**config.mk**
```make
export PLATFORM = sky130hd
export DESIGN_NAME = tlo_thermal_limit_offset_regs
export DESIGN_NICKNAME = d
export VERILOG_FILES = /design/src/hdl/tlo_thermal_limit_offset_regs.v
export VERILOG_INCLUDE_DIRS = /design/src /design/src/hdl
export SDC_FILE = /design/constraint.sdc
export NUM_CORES = 1
export LEC_CHECK = 0
export ABC_AREA = 1
export BUFFER_PORTS_ARGS = -buffer_cell sky130_fd_sc_hd__buf_2
export CAP_MARGIN = 30
export CORE_MARGIN = 2
export CORE_UTILIZATION = 53
export DETAILED_ROUTE_END_ITERATION = 6
export GPL_ROUTABILITY_DRIVEN = 0
export PLACE_DENSITY_LB_ADDON = 0.08
export SLEW_MARGIN = 0
export SYNTH_ARGS = -nofsm -noshare
export SYNTH_HDL_FRONTEND = slang
export SYNTH_SLANG_ARGS = --single-unit
```
**constraint.sdc**
```tcl
create_clock -name clk -period 8.98 [get_ports clk]
set_clock_uncertainty 0.2 [all_clocks]
set_input_delay 0.449 -clock clk [delete_from_list [all_inputs] [get_ports clk]]
set_output_delay 0.449 -clock clk [all_outputs]
set_load 0.005 [all_outputs]
```
**src/hdl/tlo_defs.vh**
```
// Register offsets, reset values, field positions and codes of the thermal limit block
`ifndef TLO_DEFS_VH
`define TLO_DEFS_VH

// Register offsets (byte addresses on the plain register port)
`define TLO_ADDR_R1_START 8'h67
`define TLO_ADDR_LC_START 8'h68
`define TLO_ADDR_R2_START 8'h69
`define TLO_ADDR_R1_CRIT 8'h6A
`define TLO_ADDR_LC_CRIT 8'h6B
`define TLO_ADDR_R2_CRIT 8'h6C
`define TLO_ADDR_R1LC_HYST 8'h6D
`define TLO_ADDR_R2_HYST 8'h6E
`define TLO_ADDR_TEST_EN 8'h6F
`define TLO_ADDR_R1_OFFS 8'h70
`define TLO_ADDR_LC_OFFS 8'h71
`define TLO_ADDR_R2_OFFS 8'h72
`define TLO_ADDR_CTRL 8'hE0
`define TLO_ADDR_STATUS 8'hE1
`define TLO_ADDR_MASK 8'hE2

// Power-on values
`define TLO_RST_START 8'h5A
`define TLO_RST_CRIT 8'h64
`define TLO_RST_R1LC_HYST 8'h44
`define TLO_RST_R2_HYST 8'h40
`define TLO_RST_ZERO 8'h00

// Critical limit value that turns the full-speed override off
`define TLO_CRIT_DISABLE 8'h80
// Full-scale duty
`define TLO_DUTY_FULL 8'hFF

// Field positions
`define TLO_TEST_EN_BIT 0
`define TLO_CTRL_PIN_OUT_BIT 0
`define TLO_HYST_HI_MSB 7
`define TLO_HYST_HI_LSB 4
`define TLO_HYST_LO_MSB 3
`define TLO_HYST_LO_LSB 0

// Channel indices
`define TLO_CH_R1 0
`define TLO_CH_LC 1
`define TLO_CH_R2 2

// Status bit positions: per-channel critical entry and fan-start entry
`define TLO_ST_CRIT_LSB 0
`define TLO_ST_START_LSB 3
`define TLO_ST_WIDTH 6

// Fan state codes
`define TLO_FAN_OFF 2'h0
`define TLO_FAN_RUN 2'h1
`define TLO_FAN_FLOOR 2'h2

// Fraction bits of a reading (quarter degree steps)
`define TLO_FRAC_BITS 2
// Overtemp pin trips one quarter step above critical entry, two quarter steps above the limit
`define TLO_PIN_MARGIN 12'h001

`endif

```
**src/hdl/tlo_thermal_limit_offset_regs.v**
```verilog
// Thermal thresholds, offsets, fan overrides and overtemp pin for three channels
`timescale 1ns/1ps
`include "tlo_defs.vh"

module tlo_thermal_limit_offset_regs #(
    parameter TEMP_W = 10 // Reading width: 8 integer bits, 2 quarter bits, signed
) (
    input wire clk, // 40 MHz core clock
    input wire rstn, // Asynchronous reset, active low
    input wire [7:0] reg_addr, // Register address
    input wire [7:0] reg_wdata, // Register write data
    input wire reg_wr, // Write strobe
    input wire reg_rd, // Read strobe
    output reg [7:0] reg_rdata, // Read data, valid the cycle after reg_rd
    input wire lock, // Global lock level from the configuration block
    input wire [3*TEMP_W-1:0] raw_temp, // Raw readings lc,signed quarter degrees
    input wire temp_valid, // Readings updated this cycle
    input wire [3*8-1:0] ramp_duty, // Ramp duty per fan from the duty calculator
    input wire [3*8-1:0] floor_duty, // Floor duty per fan
    input wire overtemp_pin_in, // Overtemp pin level from outside
    output reg [3*TEMP_W-1:0] corr_temp, // Offset-corrected readings
    output reg [3*8-1:0] fan_duty, // Fan drive duty per fan
    output reg full_speed, // Critical override active
    output wire overtemp_pin_out, // Overtemp pin output value (low when asserted)
    output wire overtemp_pin_oe, // Overtemp pin output enable
    output wire overtemp_pin_seen, // Synchronised overtemp pin level
    output wire tree_test_enable, // Logic-tree test mode
    output wire irq // Level interrupt
);

    localparam TW = TEMP_W + 2; // Comparison width with headroom

    reg [7:0] start_reg [0:2];
    reg [7:0] crit_reg [0:2];
    reg [7:0] offs_reg [0:2];
    reg [7:0] r1lc_hyst_reg;
    reg [7:0] r2_hyst_reg;
    reg [7:0] test_en_reg;
    reg [7:0] ctrl_reg;
    reg [`TLO_ST_WIDTH-1:0] status_reg;
    reg [`TLO_ST_WIDTH-1:0] mask_reg;
    reg [1:0] fan_state_reg [0:2];
    reg [2:0] crit_hold_reg;
    reg [2:0] pin_trip_reg;
    reg [1:0] pin_sync_reg;
    reg [`TLO_ST_WIDTH-1:0] events;
    integer j; // Loop index of the event decode only
    integer k; // Loop index of the duty process only

    // Widen a whole-degree threshold to the quarter-degree scale
    function [TW-1:0] deg_to_q;
        input [8:0] deg;
        begin
            deg_to_q = {{(TW-9-`TLO_FRAC_BITS){deg[8]}}, deg, {`TLO_FRAC_BITS{1'b0}}};
        end
    endfunction

    // Hysteresis nibble for one channel
    function [3:0] hyst_of;
        input [1:0] ch;
        input [7:0] r1lc;
        input [7:0] r2;
        begin
            case (ch)
                `TLO_CH_R1: hyst_of = r1lc[`TLO_HYST_HI_MSB:`TLO_HYST_HI_LSB];
                `TLO_CH_LC: hyst_of = r1lc[`TLO_HYST_LO_MSB:`TLO_HYST_LO_LSB];
                default: hyst_of = r2[`TLO_HYST_HI_MSB:`TLO_HYST_HI_LSB];
            endcase
        end
    endfunction

    wire wr_ok = reg_wr & ~lock;
    wire pin_as_output = ctrl_reg[`TLO_CTRL_PIN_OUT_BIT];

    // Register writes; status bits are write-one-to-clear, a new event wins
    always @(posedge clk or negedge rstn) begin
        if (!rstn) begin
            start_reg[0] <= `TLO_RST_START;
            start_reg[1] <= `TLO_RST_START;
            start_reg[2] <= `TLO_RST_START;
            crit_reg[0] <= `TLO_RST_CRIT;
            crit_reg[1] <= `TLO_RST_CRIT;
            crit_reg[2] <= `TLO_RST_CRIT;
            offs_reg[0] <= `TLO_RST_ZERO;
            offs_reg[1] <= `TLO_RST_ZERO;
            offs_reg[2] <= `TLO_RST_ZERO;
            r1lc_hyst_reg <= `TLO_RST_R1LC_HYST;
            r2_hyst_reg <= `TLO_RST_R2_HYST;
            test_en_reg <= `TLO_RST_ZERO;
            ctrl_reg <= `TLO_RST_ZERO;
            mask_reg <= {`TLO_ST_WIDTH{1'b0}};
            status_reg <= {`TLO_ST_WIDTH{1'b0}};
        end else begin
            if (wr_ok) begin
                case (reg_addr)
                    `TLO_ADDR_R1_START: start_reg[0] <= reg_wdata;
                    `TLO_ADDR_LC_START: start_reg[1] <= reg_wdata;
                    `TLO_ADDR_R2_START: start_reg[2] <= reg_wdata;
                    `TLO_ADDR_R1_CRIT: crit_reg[0] <= reg_wdata;
                    `TLO_ADDR_LC_CRIT: crit_reg[1] <= reg_wdata;
                    `TLO_ADDR_R2_CRIT: crit_reg[2] <= reg_wdata;
                    `TLO_ADDR_R1LC_HYST: r1lc_hyst_reg <= reg_wdata;
                    `TLO_ADDR_R2_HYST: r2_hyst_reg <= reg_wdata;
                    `TLO_ADDR_TEST_EN: test_en_reg <= reg_wdata;
                    `TLO_ADDR_R1_OFFS: offs_reg[0] <= reg_wdata;
                    `TLO_ADDR_LC_OFFS: offs_reg[1] <= reg_wdata;
                    `TLO_ADDR_R2_OFFS: offs_reg[2] <= reg_wdata;
                    `TLO_ADDR_CTRL: ctrl_reg <= reg_wdata;
                    `TLO_ADDR_MASK: mask_reg <= reg_wdata[`TLO_ST_WIDTH-1:0];
                    default: ;
                endcase
            end
            // Clearing stays allowed under lock so a locked system can still service irq
            if (reg_wr && reg_addr == `TLO_ADDR_STATUS)
                status_reg <= (status_reg & ~reg_wdata[`TLO_ST_WIDTH-1:0]) | events;
            else
                status_reg <= status_reg | events;
        end
    end

    // Read port, one cycle latency; unmapped addresses read zero
    always @(posedge clk or negedge rstn) begin
        if (!rstn) begin
            reg_rdata <= 8'h00;
        end else if (reg_rd) begin
            case (reg_addr)
                `TLO_ADDR_R1_START: reg_rdata <= start_reg[0];
                `TLO_ADDR_LC_START: reg_rdata <= start_reg[1];
                `TLO_ADDR_R2_START: reg_rdata <= start_reg[2];
                `TLO_ADDR_R1_CRIT: reg_rdata <= crit_reg[0];
                `TLO_ADDR_LC_CRIT: reg_rdata <= crit_reg[1];
                `TLO_ADDR_R2_CRIT: reg_rdata <= crit_reg[2];
                `TLO_ADDR_R1LC_HYST: reg_rdata <= r1lc_hyst_reg;
                `TLO_ADDR_R2_HYST: reg_rdata <= r2_hyst_reg;
                `TLO_ADDR_TEST_EN: reg_rdata <= test_en_reg;
                `TLO_ADDR_R1_OFFS: reg_rdata <= offs_reg[0];
                `TLO_ADDR_LC_OFFS: reg_rdata <= offs_reg[1];
                `TLO_ADDR_R2_OFFS: reg_rdata <= offs_reg[2];
                `TLO_ADDR_CTRL: reg_rdata <= ctrl_reg;
                `TLO_ADDR_STATUS: reg_rdata <= {{(8-`TLO_ST_WIDTH){1'b0}}, status_reg};
                `TLO_ADDR_MASK: reg_rdata <= {{(8-`TLO_ST_WIDTH){1'b0}}, mask_reg};
                default: reg_rdata <= 8'h00;
            endcase
        end
    end

    assign tree_test_enable = test_en_reg[`TLO_TEST_EN_BIT];
    assign irq = |(status_reg & mask_reg);

    // Pin input synchroniser; only the second stage is read
    always @(posedge clk or negedge rstn) begin
        if (!rstn)
            pin_sync_reg <= 2'b11;
        else
            pin_sync_reg <= {pin_sync_reg[0], overtemp_pin_in};
    end
    assign overtemp_pin_seen = pin_sync_reg[1];

    // Per-channel corrected reading and threshold compares
    genvar g;
    wire [TEMP_W-1:0] corr_w [0:2];
    wire [TW-1:0] t_q [0:2];
    wire [TW-1:0] start_q [0:2];
    wire [TW-1:0] start_lo_q [0:2];
    wire [TW-1:0] crit_q [0:2];
    wire [TW-1:0] crit_lo_q [0:2];
    wire [2:0] crit_en;
    generate
        for (g = 0; g < 3; g = g + 1) begin : g_ch
            wire signed [TW-1:0] raw_s;
            wire signed [TW-1:0] off_s;
            wire [3:0] hy;
            // Channel number as a sized constant; a genvar cannot be part-selected
            localparam [1:0] CH = g;
            assign raw_s = {{(TW-TEMP_W){raw_temp[g*TEMP_W+TEMP_W-1]}},
                            raw_temp[g*TEMP_W +: TEMP_W]};
            assign off_s = {{(TW-8){offs_reg[g][7]}}, offs_reg[g]};
            // Offset step equals one reading quarter step
            assign t_q[g] = raw_s + off_s;
            assign corr_w[g] = t_q[g][TEMP_W-1:0];
            assign hy = hyst_of(CH, r1lc_hyst_reg, r2_hyst_reg);
            assign start_q[g] = deg_to_q({1'b0, start_reg[g]});
            assign start_lo_q[g] = deg_to_q({1'b0, start_reg[g]} - {5'h00, hy});
            assign crit_q[g] = deg_to_q({1'b0, crit_reg[g]});
            assign crit_lo_q[g] = deg_to_q({1'b0, crit_reg[g]} - {5'h00, hy});
            assign crit_en[g] = (crit_reg[g] != `TLO_CRIT_DISABLE);
        end
    endgenerate

    // Signed greater-than helper on the quarter-degree scale
    function gt_s;
        input [TW-1:0] a;
        input [TW-1:0] b;
        begin
            gt_s = ($signed(a) > $signed(b));
        end
    endfunction

    // Fan hysteresis state, critical hold and pin trip, updated on each new reading
    integer i;
    always @(posedge clk or negedge rstn) begin
        if (!rstn) begin
            for (i = 0; i < 3; i = i + 1)
                fan_state_reg[i] <= `TLO_FAN_OFF;
            crit_hold_reg <= 3'b000;
            pin_trip_reg <= 3'b000;
            corr_temp <= {3*TEMP_W{1'b0}};
        end else if (temp_valid) begin
            for (i = 0; i < 3; i = i + 1) begin
                corr_temp[i*TEMP_W +: TEMP_W] <= corr_w[i];
                case (fan_state_reg[i])
                    `TLO_FAN_OFF:
                        if (gt_s(t_q[i], start_q[i]))
                            fan_state_reg[i] <= `TLO_FAN_RUN;
                    `TLO_FAN_RUN:
                        if (!gt_s(t_q[i], start_q[i]))
                            fan_state_reg[i] <= `TLO_FAN_FLOOR;
                    `TLO_FAN_FLOOR:
                        if (gt_s(t_q[i], start_q[i]))
                            fan_state_reg[i] <= `TLO_FAN_RUN;
                        else if (!gt_s(t_q[i], start_lo_q[i]))
                            fan_state_reg[i] <= `TLO_FAN_OFF;
                    default: fan_state_reg[i] <= `TLO_FAN_OFF;
                endcase
                if (!crit_en[i])
                    crit_hold_reg[i] <= 1'b0;
                else if (gt_s(t_q[i], crit_q[i]))
                    crit_hold_reg[i] <= 1'b1;
                else if (gt_s(crit_lo_q[i], t_q[i]))
                    crit_hold_reg[i] <= 1'b0;
                pin_trip_reg[i] <= crit_en[i] &&
                    gt_s(t_q[i], crit_q[i] + `TLO_PIN_MARGIN);
            end
        end
    end

    // Rising edges of critical hold and fan start raise sticky events
    always @* begin
        events = {`TLO_ST_WIDTH{1'b0}};
        for (j = 0; j < 3; j = j + 1) begin
            if (temp_valid && crit_en[j] && !crit_hold_reg[j] && gt_s(t_q[j], crit_q[j]))
                events[`TLO_ST_CRIT_LSB + j] = 1'b1;
            if (temp_valid && fan_state_reg[j] == `TLO_FAN_OFF && gt_s(t_q[j], start_q[j]))
                events[`TLO_ST_START_LSB + j] = 1'b1;
        end
    end

    // Fan output duty: override first, then ramp, floor or off
    always @(posedge clk or negedge rstn) begin
        if (!rstn) begin
            fan_duty <= {3*8{1'b0}};
            full_speed <= 1'b0;
        end else begin
            full_speed <= |crit_hold_reg;
            for (k = 0; k < 3; k = k + 1) begin
                if (|crit_hold_reg)
                    fan_duty[k*8 +: 8] <= `TLO_DUTY_FULL;
                else if (fan_state_reg[k] == `TLO_FAN_RUN)
                    fan_duty[k*8 +: 8] <= ramp_duty[k*8 +: 8];
                else if (fan_state_reg[k] == `TLO_FAN_FLOOR)
                    fan_duty[k*8 +: 8] <= floor_duty[k*8 +: 8];
                else
                    fan_duty[k*8 +: 8] <= 8'h00;
            end
        end
    end

    // Open-drain style: drive low only while tripped and configured as output
    assign overtemp_pin_oe = pin_as_output & (|pin_trip_reg);
    assign overtemp_pin_out = 1'b0;

endmodule

```
* Word level (Yosys, flattened, before mapping) *
Cells that the tools add are included.
Widths: inputs -> output; s select.

word-level totals
  bits in registers = 193
  input bits = 101
  output and inout port bits = 68
  word-level logic and storage cells = 187

operators by class
  add/subtract/negate cells = 12
  $lt $le $gt $ge = 15
  eq/ne operators = 36
  mux-type cells = 41
  bitwise gates (word level) = 8
  reductions and logical operators = 48

operators by type and width
  operator               number
  $gt 11x11->1           12
  $pmux 8 s15            1
  $eq 8x7->1 const B     12
  $mux 8                 9
  $sub 8x4->9            6
  $gt 11x12->1           3
  $reduce_and 2->1       17
  $add 10x1->11 const B  3
  $add 10x8->11          3
  $eq 8x8->1 const B     3
  $mux 2                 12
  $ne 8x8->1 const B     3
  $logic_and 1x1->1      19
  $pmux 2 s3             3
  $mux 1                 15
  $and 6x6->6            2
  $or 6x6->6             2
  $reduce_and 4->1       3
  $ne 2x2->1 const B     5
  $ne 3x1->1 const B     3
  $ne 3x3->1 const B     3
  $eq 2x1->1 const B     3
  $eq 2x2->1 const B     3
  $logic_not 2->1        3
  8 further kinds        12

* Depth between registers and ports, before layout *
Gate-level depths: netlist of run 1.

  depth in word-level cells = 7
  depth in mapped cells = 26
  depth with buffers taken out = 26

* Least setup slack after synthesis of run 1 *
OpenSTA, ideal clock, no wires.

  path kind = input -> register
  start = in raw_temp[12]
  end = reg crit_hold_reg[1]
  setup time = 0.066 ns
  arrival time = 2.714 ns
  required time = 8.714 ns
  path slack = 6.000 ns
  stages on the path = 25
  buffers on the path = 0
  path through = ha_1 -> or2_1 -> and3_1 -> nor2_1 -> inv_1 -> ha_1 -> nand2_1 -> nor2_1 -> nor3b_1 -> nand2_1 -> nand2_1 -> nand2_1 -> nand2_1 -> nand2_1 -> nand2_1 -> nand2_1 -> nand2_1 -> nand2_1 -> nand2_1 -> nand2_1 -> nand2_1 -> nand2_1 -> nand2_1 -> nand2_1 -> nand2_1

RTL lines
  item                            line                                 text
  start: declaration              tlo_thermal_limit_offset_regs.v:16   input wire [3*TEMP_W-1:0] raw_temp,
  end signal: assignment          tlo_thermal_limit_offset_regs.v:205  crit_hold_reg <= 3'b000;
  end signal: indexed assignment  tlo_thermal_limit_offset_regs.v:226  crit_hold_reg[i] <= 1'b0;
  end signal: indexed assignment  tlo_thermal_limit_offset_regs.v:228  crit_hold_reg[i] <= 1'b1;
  end: declaration                tlo_thermal_limit_offset_regs.v:43   reg [2:0] crit_hold_reg;

==> results.md, run 1 <==
Pwr:
- The internal power consumption is 1.57 mW.
- For this design the total switching power over the nets is 892 uW.
- The switching power as a share of total power is 36.3%.
- For this design the ratio of total power to cell area is 150 nW/um^2.
- Registers are responsible for 40.8% of the overall power.
- In this run the static leakage power is 8.45 nW.
- Of the total power, combinational logic draws 26.9%.
- Across the VDD grid, the largest voltage drop is 104 uV.
- The clock network power share is 32.4%.

Drt:
- The first TritonRoute pass finished after 7 iterations.
- The via total after detailed routing is 14600.
- In the routed design, unresolved DRC markers number 0.
- The average wire length per cell after detail routing is 17.7 um.
- The overall routed net length is 45600 um.
- In this run, the number of DRC markers left after iteration 0 of detailed routing was 1456.
- Once detail routing completed, the nets flagged for antenna violations numbered 0.
- After detailed routing, the number of vias per cell comes to 5.65.

Layout:
- The library cells used most frequently in the layout, excluding fill and tap cells, are sky130_fd_sc_hd__nand2_1 (649), sky130_fd_sc_hd__inv_1 (280), sky130_fd_sc_hd__o21ai_0 (169).
- The commonest non-fill, non-tap cell in the layout is sky130_fd_sc_hd__nand2_1.
- The filler cells instantiated in the layout total 2621.
- Relative to the synthesized area, the layout overhead comes to 12.7%.
- The number of flip-flops in the largest register is 30.
- The fraction of final layout cells sized beyond drive strength 1 is 14.0%.
- Counting flops per register, the top entry is corr_temp.
- The final layout contains 2451 nets.
- Cells fill 60.8% of the core in the end.

STA:
- Setup repair after global routing left no endpoint under its margin.
- For the final routed database, the setup TNS stands at 0 ps.
- The number of failing hold endpoints at the final stage was 0.
- Measured against its own limit, the worst slew margin works out to 35.5%.
- The count of final max-slew check failures was 0.
- The highest attainable clock frequency is 281 MHz.
- The worst path in the final design needs a cycle of 3560 ps, including I/O delays and setup.
- The fraction of the cycle the final worst path needs is 39.7%.
- At the pin with the least slew margin, the transition time is 965 ps.
- Setup violations remaining at the end of the flow were counted as 0.

Clock network:
- The worst-skew pair later-pin latency is 450 ps.
- The quantity of gates resized following cts is 0.
- After clock tree synthesis, the clock-pin slew on the worst setup and hold paths is 90 ps.
- TritonCTS built the clock tree.
- The number of clock buffers added by TritonCTS is 17.
- The maximum level of the CTS H-tree is 4.
- Buffers inserted to repair hold after CTS numbered 2.
- The tree is rooted in a sky130_fd_sc_hd__clkbuf_16.
- The number of buffers inserted to repair setup after CTS is 0.
- The longest clock path from root to sink contains 2 buffers.
- The clock drives 193 sinks.

GRT:
- Entering global routing, the biggest net connects 74 pins.
- The total overflow left after global routing is 0.
- The number of global-route vias before repair came to 13400.
- In the global route stage, overall resource usage came out at 32.1%.
- The initial antenna violation count is 2.
- The first global-routing pass estimated 71500 um of wire.

Worst hold path:
- The tightest min-delay check is of the in -> reg type.

Die:
- The core region is 26900 sq um.
- The chip height is 169 um.
- The width of the die is 169 um.
- The initial utilization of the core area, before any placement, comes to 53.9%.
- The number of top-level design ports is 169.
- The die covers 28700 sq um.
- The number of placement rows is 60.

Synthesis:
- Yosys mapped a number of flops with a built-in enable equal to 0.
- The register area share after synthesis is 33.5%.
- The number of nets in the synthesized netlist is 2291.
- The simple logic cell fraction of the synthesized area is 32.7%.
- Among all flip-flop cells after synthesis, the most frequent one is sky130_fd_sc_hd__dfrtp_1.
- Yosys printed 0 warnings.
- Counting flops with an async set or reset pin after synthesis yields a share of 100%.
- The adder-cell share of the synthesized area is 10.8%.
- The post-synthesis cell count is 2070.
- The netlist uses 51 different library cells.
- The mean cell area of the mapped netlist is 7.00 sq um.
- The largest family of logic cells by synthesized area is simple AND/OR/NAND/NOR gates.
- The post-synthesis xor/xnor area fraction is 1.21%.
- The synthesized netlist occupies a cell area of 14500 sq um.
- In this run, synthesis produced a sequential element count of 193.
- The complex-gate fraction of the synthesized area is 12.9%.
- The post-synthesis mux area share is 0.311%.

Setup path:
- The dominant cell type by count on the critical path is sky130_fd_sc_hd__nand2_1.
- The required time of the worst setup path is 9160 ps.
- For the worst setup path, the data arrival time is 3740 ps.
- For this design, the slowest cell found on the critical path is sky130_fd_sc_hd__xnor2_1.
- The nature of the critical path startpoint is a flip-flop.
- The worst setup path is captured at a flip-flop.
- The worst-path maximum fanout is 5.
- The kind of cell adding the most delay to the critical path is simple AND/OR/NAND/NOR gates.
- The kind of critical path is reg -> reg.
- The number of buffers and inverters on the critical path is 1.
- Traced cell by cell, the critical path runs through ha_1 -> or2_2 -> nand2_1 -> xnor2_1 -> inv_1 -> ha_1 -> nand2_1 -> nor2_1 -> a211oi_1 -> nand2_1 -> nand3_1 -> nand3_1 -> nand2_1 -> nand2_1 -> nand2_1 -> nand2_1 -> nand2_1 -> nand2_1 -> nand2_1 -> nand2_1 -> nand2_1 -> nand2_1 -> nand2_1.
- The highest cell delay on the worst timing path is 500 ps.

Outcome:
- The flow ran to the end, and the final reports show no timing, DRC or antenna violations.

Run:
- The reported max-cap violation count is 0.

Placement:
- Input and output buffers added on the ports amount to 167.
- The HPWL after detailed placement is 35700 um.
-- cell usage after synthesis, types with 24 or more instances --
master / count / area [sq um]
sky130_fd_sc_hd__a221o_1: 24 / 240
sky130_fd_sc_hd__clkbuf_1: 33 / 124
sky130_fd_sc_hd__nand3_1: 154 / 771
sky130_fd_sc_hd__nor2_1: 143 / 537
sky130_fd_sc_hd__o21ai_0: 169 / 846
sky130_fd_sc_hd__nand4_1: 38 / 238
sky130_fd_sc_hd__ha_1: 111 / 1390
sky130_fd_sc_hd__inv_1: 280 / 1050
sky130_fd_sc_hd__dfstp_2: 26 / 683
sky130_fd_sc_hd__a21oi_1: 42 / 210
sky130_fd_sc_hd__nand2_2: 37 / 231
sky130_fd_sc_hd__dfrtp_1: 167 / 4180
sky130_fd_sc_hd__nand2_1: 649 / 2440
-- stage by stage --
| step | power [mW] | cell area [sq um] | hold slack (ps) | std cells | setup slack, ps |
|---|---|---|---|---|---|
| floorplan | 1.42 | 14500 | -46.6 | 2070 | 6000 |
| CTS | 2.46 | 16300 | 10.3 | 2583 | 5500 |
| global route | 2.60 | 16300 | 18.9 | 2584 | 5050 |
| global placement | 1.65 | 15700 | 146 | 2547 | 5460 |
| finish | 2.46 | 16300 | 20.9 | 2585 | 5420 |
| detailed placement | 1.67 | 15700 | 147 | 2549 | 5420 |
-- path summary, 6_finish.rpt --
| check | start | to | slack, ps | cells past startpoint |
|---|---|---|---|---|
| worst max-delay path | g_ch[2].off_s[2] | crit_hold_reg[2] | 5420 | 23 |
| worst min-delay path | floor_duty[16] | fan_duty[16] | 20 | 2 |
| worst max register to register | g_ch[2].off_s[2] | crit_hold_reg[2] | 5420 | 23 |
| worst min register to register | pin_sync_reg[0] | pin_sync_reg[1] | 160 | 0 |
| max in group asynchronous | rstn | corr_temp[8] | 6950 | 3 |
| min in group asynchronous | rstn | g_ch[1].off_s[5] | 330 | 2 |
-- logic make-up (layout without fill, tap and decap cells) --
logic type	Yosys count	count (layout)
xor+xnor	20	20
other cells	1	2
mux	4	4
flops	193	193
fa+ha+maj	120	120
simple gates	1095	1095
buf+inv	324	497
compound gates	313	313
-- metal layers --
metal | vias up | wire length [um] | track usage [%]
met5 | - | 0 | 0
met4 | 0 | 1220 | 10.2
met3 | 80 | 3810 | 4.50
met2 | 595 | 20200 | 50.4
met1 | 6797 | 20400 | 46.1
li1 | 7128 | - | -
-- power by group through the flow --
stage / Combinational, mW / Clock (mW) / Sequential, mW
floorplan: 0.417 / 0 / 1.00
global placement: 0.635 / 0 / 1.01
detailed placement: 0.652 / 0 / 1.02
CTS: 0.655 / 0.808 / 1.00
global route: 0.746 / 0.847 / 1.01
finish: 0.661 / 0.795 / 1.00
-- area by class of cell --
cell class,count,area [sq um],area share (%)
timing repair buffer,177,941,5.76
antenna,1,2.50,0.0153
multi-input combinational,1553,8400,51.4
inverter,288,1080,6.62
clock buffer,17,425,2.60
clock inverter,15,196,1.20
sequential,193,4860,29.8
tap,341,427,2.61
Note: power is estimated with default switching activity, not from simulation.
==> run 2: changes to the inputs <==
Clock period 8.98 ns to 3.3 ns, I/O delays scaled along.
==> run 2 against run 1 <==
Net effect:
- die area is the same
- worst hold slack gained 5.6 ps
- maximum frequency grew 14%
- wire length grew 4.3%
- flip-flop and latch count is the same
- global-route usage grew 0.58 points
- sequential share of layout area shrank 1.9 points
- non-clock buffer count grew 82
==> results.md, run 2 (synthesis gave the netlist of run 1 again) <==
Worst hold path:
- The worst min-delay path class is in -> reg.
- The path with the worst hold slack has its endpoint at corr_temp[20].
- The cell depth of the worst hold path is 4 (+2).
- In this run the most critical hold path is launched from raw_temp[20].

STA:
- The final hold slack was 26.5 ps (+5.63 ps).
- The clock period minus worst slack came to 3130 ps (-439 ps).
- The worst-margin pin slew is 1070 ps (+106 ps).
- The fraction of the cycle the final worst path needs is 94.7% (+55 points).
- The total setup violations reported at the end of the flow is 0 (unchanged).
- The post-route setup TNS was 0 ps (unchanged).
- The number of failing hold endpoints at the final stage is 0 (unchanged).
- The worst slew slack as a fraction of its limit is 26.8% (-8.8 points).
- The highest attainable clock frequency was 320 MHz (+14%).
- The final worst setup slack was 175 ps (-5240 ps).
- The count of final max-slew check failures is 0 (unchanged).

Placement:
- The number of buffers added on ports is 167 (unchanged).
- The worst slack after detailed placement came to -58.5 ps (-5480 ps).
- The HPWL after detailed placement came to 36200 um (+1.5%).
- The total cell area at the placement stage is 15800 sq um (+1.1%).
- The number of placed instances with taps included is 2572 (+0.90%).

Setup path:
- The worst setup path is captured at a flip-flop.
- The worst reg2reg path startpoint is g_ch[2].off_s[0].
- The nature of the critical path startpoint is a flip-flop.
- The required time of the worst setup path is 3440 ps (-5720 ps).
- Tracing the worst setup path back leads to its startpoint at g_ch[2].off_s[0].
- The end of the worst register-to-register path is crit_hold_reg[2].
- The worst-path maximum fanout is 4 (-1).
- The worst reg-to-reg setup slack was 170 ps (-5240 ps).
- The number of cells traversed by the worst register-to-register path was 18 (-22%).
- The arrival time at the worst endpoint was 3270 ps (-470 ps).
- The worst setup path is of the reg -> reg kind.

Run:
- The reported max-cap violation count is 0 (unchanged).

GRT:
- The initial antenna violation count is 1 (-1).
- The maximum number of pins on one net before global-route repair is 104 (+41%).
- The all-layer global routing usage is 32.7% (+0.58 points).
- The global-route wire length before repair is 72700 um (+1.7%).
- The number of global-route vias before repair is 13700 (+1.7%).
- The aggregate global routing overflow is 0 (unchanged).

Clock network:
- The clock input transition at the sequential cells of the worst setup and hold paths is 90 ps (about the same).
- TritonCTS built the clock tree.
- The number of buffers on the longest clock path is 2 (unchanged).
- In this run the clock root is driven by a sky130_fd_sc_hd__clkbuf_16.
- The total number of clock tree sinks was 193 (unchanged).
- The maximum level of the CTS H-tree is 4 (unchanged).
- The number of buffers created by CTS is 17 (unchanged).
- The worst-skew pair later-pin latency came to 460 ps (about the same).

Layout:
- The final cell area excluding filler cells is 17400 sq um (+6.8%).
- Ranked by flip-flop count, first place goes to corr_temp.
- Relative to the synthesized area, the layout overhead comes to 20.4%.
- The fraction of final layout cells sized beyond drive strength 1 was 17.5% (+3.6 points).
- The non-filler instance count after layout came to 2667 (+3.2%).
- The net total in the final layout came to 2533 (+3.3%).
- Leaving out fill and tap cells, the most frequent cell in the layout is sky130_fd_sc_hd__nand2_1.
- The number of flip-flops in the largest register is 30 (unchanged).
- The utilization after layout was 64.9% (+4.1 points).
- The top cell types in the final layout, fill and taps aside, are sky130_fd_sc_hd__nand2_1 (643), sky130_fd_sc_hd__inv_1 (277), sky130_fd_sc_hd__o21ai_0 (168).

Drt:
- The count of unresolved DRC violations after routing is 0 (unchanged).
- The average wire length per cell after detail routing is 17.8 um (+1.1%).
- The overall routed net length came to 47600 um (+4.3%).
- The average via count per standard cell is 5.60 (-0.78%).
- The via total after detailed routing is 14900 (+2.4%).
- The remaining number of nets flagged by the antenna check after routing came to 0 (unchanged).
- The iteration-0 DRC count of the detailed router is 1398 (-4.0%).
- The number of search-and-repair iterations in the first detailed-routing pass was 6 (-1).

Die:
- The chip height is 169 um (unchanged).
- The number of top-level design ports was 169 (unchanged).
- The number of placement rows is 60 (unchanged).
- The floorplan die area came to 28700 sq um (unchanged).
- The width of the die was 169 um (unchanged).
- The area of the core is 26900 sq um (unchanged).
- The initial standard-cell utilization of the core is 53.9% (unchanged).

Pwr:
- The power per unit of standard cell area came to 399 nW/um^2 (+170%).
- The post-route total power was 6.96 mW (+180%).
- The leakage power is 8.78 nW (+3.9%).
- The largest voltage drop on the vdd net is 359 uV (+240%).

Outcome:
- The flow ran to the end, and the final reports show no timing, DRC or antenna violations.
==> run 2: cell types whose count changed in the layout (fill, tap and decap cells not counted), sizes merged <==
cell / before / now
buf: 174 / 206
dlygate4sd3: 2 / 52
==> run 2: how the worst max path moves through the flow <==
stage / end / depth (start not counted)
finish: crit_hold_reg[2] / 18
detailed placement: fan_state_reg[5] / 20
CTS: crit_hold_reg[2] / 23
global placement: fan_state_reg[4] / 16
global route: crit_hold_reg[2] / 19
floorplan: crit_hold_reg[1] / 25
==> run 2: cell type report <==
cell class | count | area [sq um]
diodes | 1 | 2.50
clock buffers | 17 | 425
clock inverters | 15 | 199
flip-flops and latches | 193 | 4870
inverters | 288 | 1080
well taps | 341 | 427
multi-input cells | 1553 | 8780
repair buffers | 259 | 1670
fillers | 2469 | 9430
==> run 2: worst max-delay path: stages (launching register included) <==
cell                       delay [ps]
sky130_fd_sc_hd__dfrtp_1          440
sky130_fd_sc_hd__ha_4             200
sky130_fd_sc_hd__fa_2             370
sky130_fd_sc_hd__nand3_2          120
sky130_fd_sc_hd__nand2_2          100
sky130_fd_sc_hd__nand2_1           90
sky130_fd_sc_hd__nand3b_1         120
sky130_fd_sc_hd__nand2_1          120
sky130_fd_sc_hd__inv_2             70
sky130_fd_sc_hd__ha_1             290
sky130_fd_sc_hd__nand2_1           90
sky130_fd_sc_hd__nor3b_1          260
sky130_fd_sc_hd__a21oi_1          120
sky130_fd_sc_hd__nor2_1           150
sky130_fd_sc_hd__nor2_1            50
sky130_fd_sc_hd__nand2_1           80
sky130_fd_sc_hd__nand2_1           40
sky130_fd_sc_hd__nand2_1           60
sky130_fd_sc_hd__nand2_1           40
==> run 2: report_power, final <==
group / internal, mW / switching, mW / leakage [nW]
sequential: 2.57 / 0.154 / 2.38
combinational: 0.808 / 1.22 / 6.10
clock: 1.05 / 1.16 / 0.302
==> run 2: routing by layer <==
layer  global-route usage [%]  wire (um)  up-vias  share of wire [%]
li1                         -          -     7293                  -
met1                     44.8      20600     6926                 43
met2                     51.8      21400      619                 45
met3                     7.09       4220      108                8.9
met4                     10.3       1460        0                3.1
met5                        0          0        -                  0
==> run 2: what timing repair did <==
item,CTS,global route
resized for setup,2,72
buffers inserted,0,10
endpoints found under the setup margin,6,16
pin swaps,0,10
hold buffers,51,1
hold endpoints to repair,116,1
==> run 3: changes to the inputs <==
Settings changed: ABC_AREA 1 to 0.
==> run 3 against run 2 <==
Net effect:
- the run now ends with negative setup slack left
- worst hold slack better by 52 ps
- via count is 13% lower
- largest cell class unchanged
- die area fell by 6.1%
- synthesized area decreased by 6.3%
- flip-flop and latch count is the same
- critical path depth fell by 5
- register-to-register slack worse by 350 ps
- wire length decreased by 4.6%
- synthesized cell count shrank 33%
==> results.md, run 3 <==
GRT:
- The global-route wire length before repair came to 68500 um (-5.9%).
- The number of global-route vias before repair is 12700 (-7.4%).
- The initial antenna violation count was 2 (+1).
- The aggregate global routing overflow was 0 (unchanged).
- The maximum number of pins on one net before global-route repair is 75 (-28%).
- The all-layer global routing usage is 33.3% (+0.58 points).

Placement:
- The total cell area at the placement stage was 16300 sq um (+3.0%).
- The number of buffers added on ports came to 167 (unchanged).
- The HPWL after detailed placement is 33000 um (-8.8%).
- The number of placed instances with taps included is 2020 (-21%).

STA:
- The number of failing hold endpoints at the final stage was 0 (unchanged).
- The fraction of the cycle the final worst path needs was 105% (+11 points).
- The post-route setup TNS came to -1170 ps (-1170 ps).
- Setup repair after global routing could not meet its margin everywhere.
- The final worst setup slack came to -178 ps (-353 ps).
- The count of final max-slew check failures was 0 (unchanged).
- The worst slew slack as a fraction of its limit is 32.0% (+5.2 points).
- The worst-margin pin slew is 1020 ps (-50.4 ps).
- The clock period minus worst slack is 3480 ps (+353 ps).
- The total setup violations reported at the end of the flow is 15 (+15).
- The highest attainable clock frequency is 288 MHz (-10%).

Layout:
- Leaving out fill and tap cells, the most frequent cell in the layout is sky130_fd_sc_hd__buf_4.
- The area of the multi-input gates is 9100 sq um (+3.7%).
- The fraction of final layout cells sized beyond drive strength 1 is 38.1% (+21 points).
- The number of flip-flops in the largest register is 30 (unchanged).
- The number of filler instances in the final layout was 1889 (-23%).
- The utilization after layout came to 73.6% (+8.6 points).
- In the layout the commonest cells are sky130_fd_sc_hd__buf_4 (203), sky130_fd_sc_hd__dfrtp_1 (166), sky130_fd_sc_hd__buf_2 (166).
- The final cell area excluding filler cells is 18500 sq um (+6.2%).
- The largest register by flop count is corr_temp.
- The non-filler instance count after layout was 2143 (-20%).
- The net total in the final layout came to 2019 (-20%).
- The register area came to 4860 sq um (about the same).
- The area growth from synthesis to layout is 36.4%.

Clock network:
- The worst-skew pair later-pin latency was 450 ps (about the same).
- The number of buffers on the longest clock path is 2 (unchanged).
- The clock input transition at the sequential cells of the worst setup and hold paths is 70 ps (-20 ps).
- The maximum level of the CTS H-tree is 4 (unchanged).
- The total number of clock tree sinks is 193 (unchanged).
- The number of buffers created by CTS was 17 (unchanged).
- TritonCTS built the clock tree.
- The tree is rooted in a sky130_fd_sc_hd__clkbuf_16.

Pwr:
- The post-route total power is 7.04 mW (+1.1%).
- The power per unit of standard cell area is 380 nW/um^2 (-4.8%).
- The largest voltage drop on the vdd net is 280 uV (-22%).
- The leakage power is 8.62 nW (-1.8%).

Die:
- The area of the core is 25200 sq um (-6.3%).
- The number of top-level design ports is 169 (unchanged).
- The width of the die is 164 um (-3.1%).
- The floorplan die area came to 26900 sq um (-6.1%).
- The chip height is 164 um (-3.1%).
- The number of placement rows came to 58 (-3.3%).
- The initial standard-cell utilization of the core is 53.9% (about the same).

Drt:
- The average wire length per cell after detail routing was 21.2 um (+19%).
- The iteration-0 DRC count of the detailed router is 1005 (-28%).
- The remaining number of nets flagged by the antenna check after routing is 0 (unchanged).
- The number of search-and-repair iterations in the first detailed-routing pass came to 5 (-1).
- The via total after detailed routing is 13000 (-13%).
- The average via count per standard cell is 6.06 (+8.1%).
- The count of unresolved DRC violations after routing is 0 (unchanged).
- The overall routed net length is 45400 um (-4.6%).

Run:
- The reported max-cap violation count is 0 (unchanged).

Setup path:
- The arrival time at the worst endpoint was 3620 ps (+350 ps).
- The endpoint class of the critical path is a flip-flop.
- The nature of the critical path startpoint is a flip-flop.
- The critical path is of the reg -> reg type.
- The worst-path maximum fanout was 3 (-1).
- The required time of the worst setup path was 3440 ps (about the same).

Synthesis:
- The count of warnings emitted by yosys is 0 (unchanged).
- The count of flip-flops with a built-in enable after synthesis is 0 (unchanged).
- The register bit count reported by yosys was 193 (unchanged).
- The mean cell area of the mapped netlist is 9.84 sq um (+41%).
- The dominant cell type by area after synthesis is sky130_fd_sc_hd__dfrtp_1.
- The synthesized net count is 1601 (-30%).
- The share of the synthesized area in the top cell type is 30.8% (+1.9 points).
- The post-synthesis cell type count was 85 (+67%).
- The register area share after synthesis was 35.8% (+2.3 points).
- The flip-flop cell with the highest count after synthesis is sky130_fd_sc_hd__dfrtp_1.
- The post-synthesis cell count was 1380 (-33%).
- Ranked by instance count, the synthesized netlist is headed by sky130_fd_sc_hd__dfrtp_1 (167), sky130_fd_sc_hd__ha_1 (111), sky130_fd_sc_hd__inv_1 (101).
- By instance count, the leading cell after synthesis is sky130_fd_sc_hd__dfrtp_1.
- By area the synthesized netlist is led by sky130_fd_sc_hd__dfrtp_1 (31%), sky130_fd_sc_hd__ha_1 (10%), sky130_fd_sc_hd__mux2_2 (8.2%).
- The async set-reset flop share out of synthesis is 100% (unchanged).
- The area of the mapped netlist is 13600 sq um (-6.3%).

Worst hold path:
- The worst min-delay path class is in -> async.

Outcome:
- The final reports fail on negative setup slack.
- The run finished, with violations left.
run 3: cell types whose count changed after synthesis, sizes merged, moves of 28 or more:
cell,delta
nand4,-28
inv,-187
o21ai,-90
xnor2,+69
mux2,+95
nand2,-598
nor2,-82
nand3,-132
run 3: metrics by stage:
step | setup slack (ps) | hold slack [ps]
after detailed placement | -231 | 30.9
after global routing | -307 | 87.8
after floorplan | -110 | -331
final | -178 | 78.6
after global placement | -170 | 27.8
after CTS | -144 | 42.3
run 3: where the power goes:
part | switching [mW] | total [mW] | internal (mW)
combinational | 0.988 | 2.02 | 1.03
sequential | 0.195 | 2.81 | 2.61
clock | 0.998 | 2.21 | 1.21
total | 2.18 | 7.04 | 4.86
run 3: what timing repair did:
action / 4_1_cts / 5_1_grt
setup endpoints to repair: 16 / 18
gates cloned: 0 / 0
pin swaps: 78 / 47
hold buffers: 63 / 0
hold endpoints to repair: 145 / 0
setup buffers: 19 / 6
resized for setup: 55 / 79
run 3: logic make-up after synthesis:
logic type      Yosys count  synth area share [%]
simple gates            349                  13.1
compound gates          348                  18.3
flops                   193                  35.8
buf+inv                 147                  4.16
fa+ha+maj               142                  13.2
mux                     106                  8.91
xor+xnor                 94                  6.51
other cells               1                0.0276
run 3: layer usage:
layer  share of wire [%]  GRT usage (%)
met4                 4.3           15.1
met1                  41           43.7
met2                  48           54.5
met3                 6.9           4.87
met5                   0              0
run 3: path summary, 6_finish.rpt:
kind | from | endpoint | slack [ps] | cells past startpoint
worst max-delay path | g_ch[1].off_s[0] | fan_state_reg[3] | -180 | 13
worst min-delay path | rstn | corr_temp[4] | 80 | 2
worst max register to register | g_ch[1].off_s[0] | fan_state_reg[3] | -180 | 13
worst min register to register | pin_sync_reg[0] | pin_sync_reg[1] | 160 | 0
max in group asynchronous | rstn | start_q[18] | 1900 | 3
min in group clk | reg_wdata[2] | status_reg[2] | 90 | 4
run 3: layout make-up:
| cell class | count | area share (%) |
|---|---|---|
| Antenna cell | 2 | 0.0270 |
| Clock buffer | 18 | 2.32 |
| Clock inverter | 14 | 0.979 |
| Inverter | 101 | 2.05 |
| Multi-Input combinational cell | 1040 | 49.2 |
| Sequential cell | 193 | 26.3 |
| Tap cell | 330 | 2.23 |
| Timing Repair Buffer | 445 | 17.0 |
run 3: worst max-delay path, stage by stage (launching register included):
cell and delay [ps]:
sky130_fd_sc_hd__dfrtp_1 410, sky130_fd_sc_hd__ha_4 170, sky130_fd_sc_hd__fa_2 350, sky130_fd_sc_hd__a211oi_2 270, sky130_fd_sc_hd__o21ai_2 120, sky130_fd_sc_hd__a21oi_2 190
sky130_fd_sc_hd__o21bai_2 90, sky130_fd_sc_hd__xor2_2 240, sky130_fd_sc_hd__ha_1 290, sky130_fd_sc_hd__and3_4 160, sky130_fd_sc_hd__a2111o_1 380, sky130_fd_sc_hd__o2111ai_2 80
sky130_fd_sc_hd__nand3_1 120, sky130_fd_sc_hd__o311ai_2 310
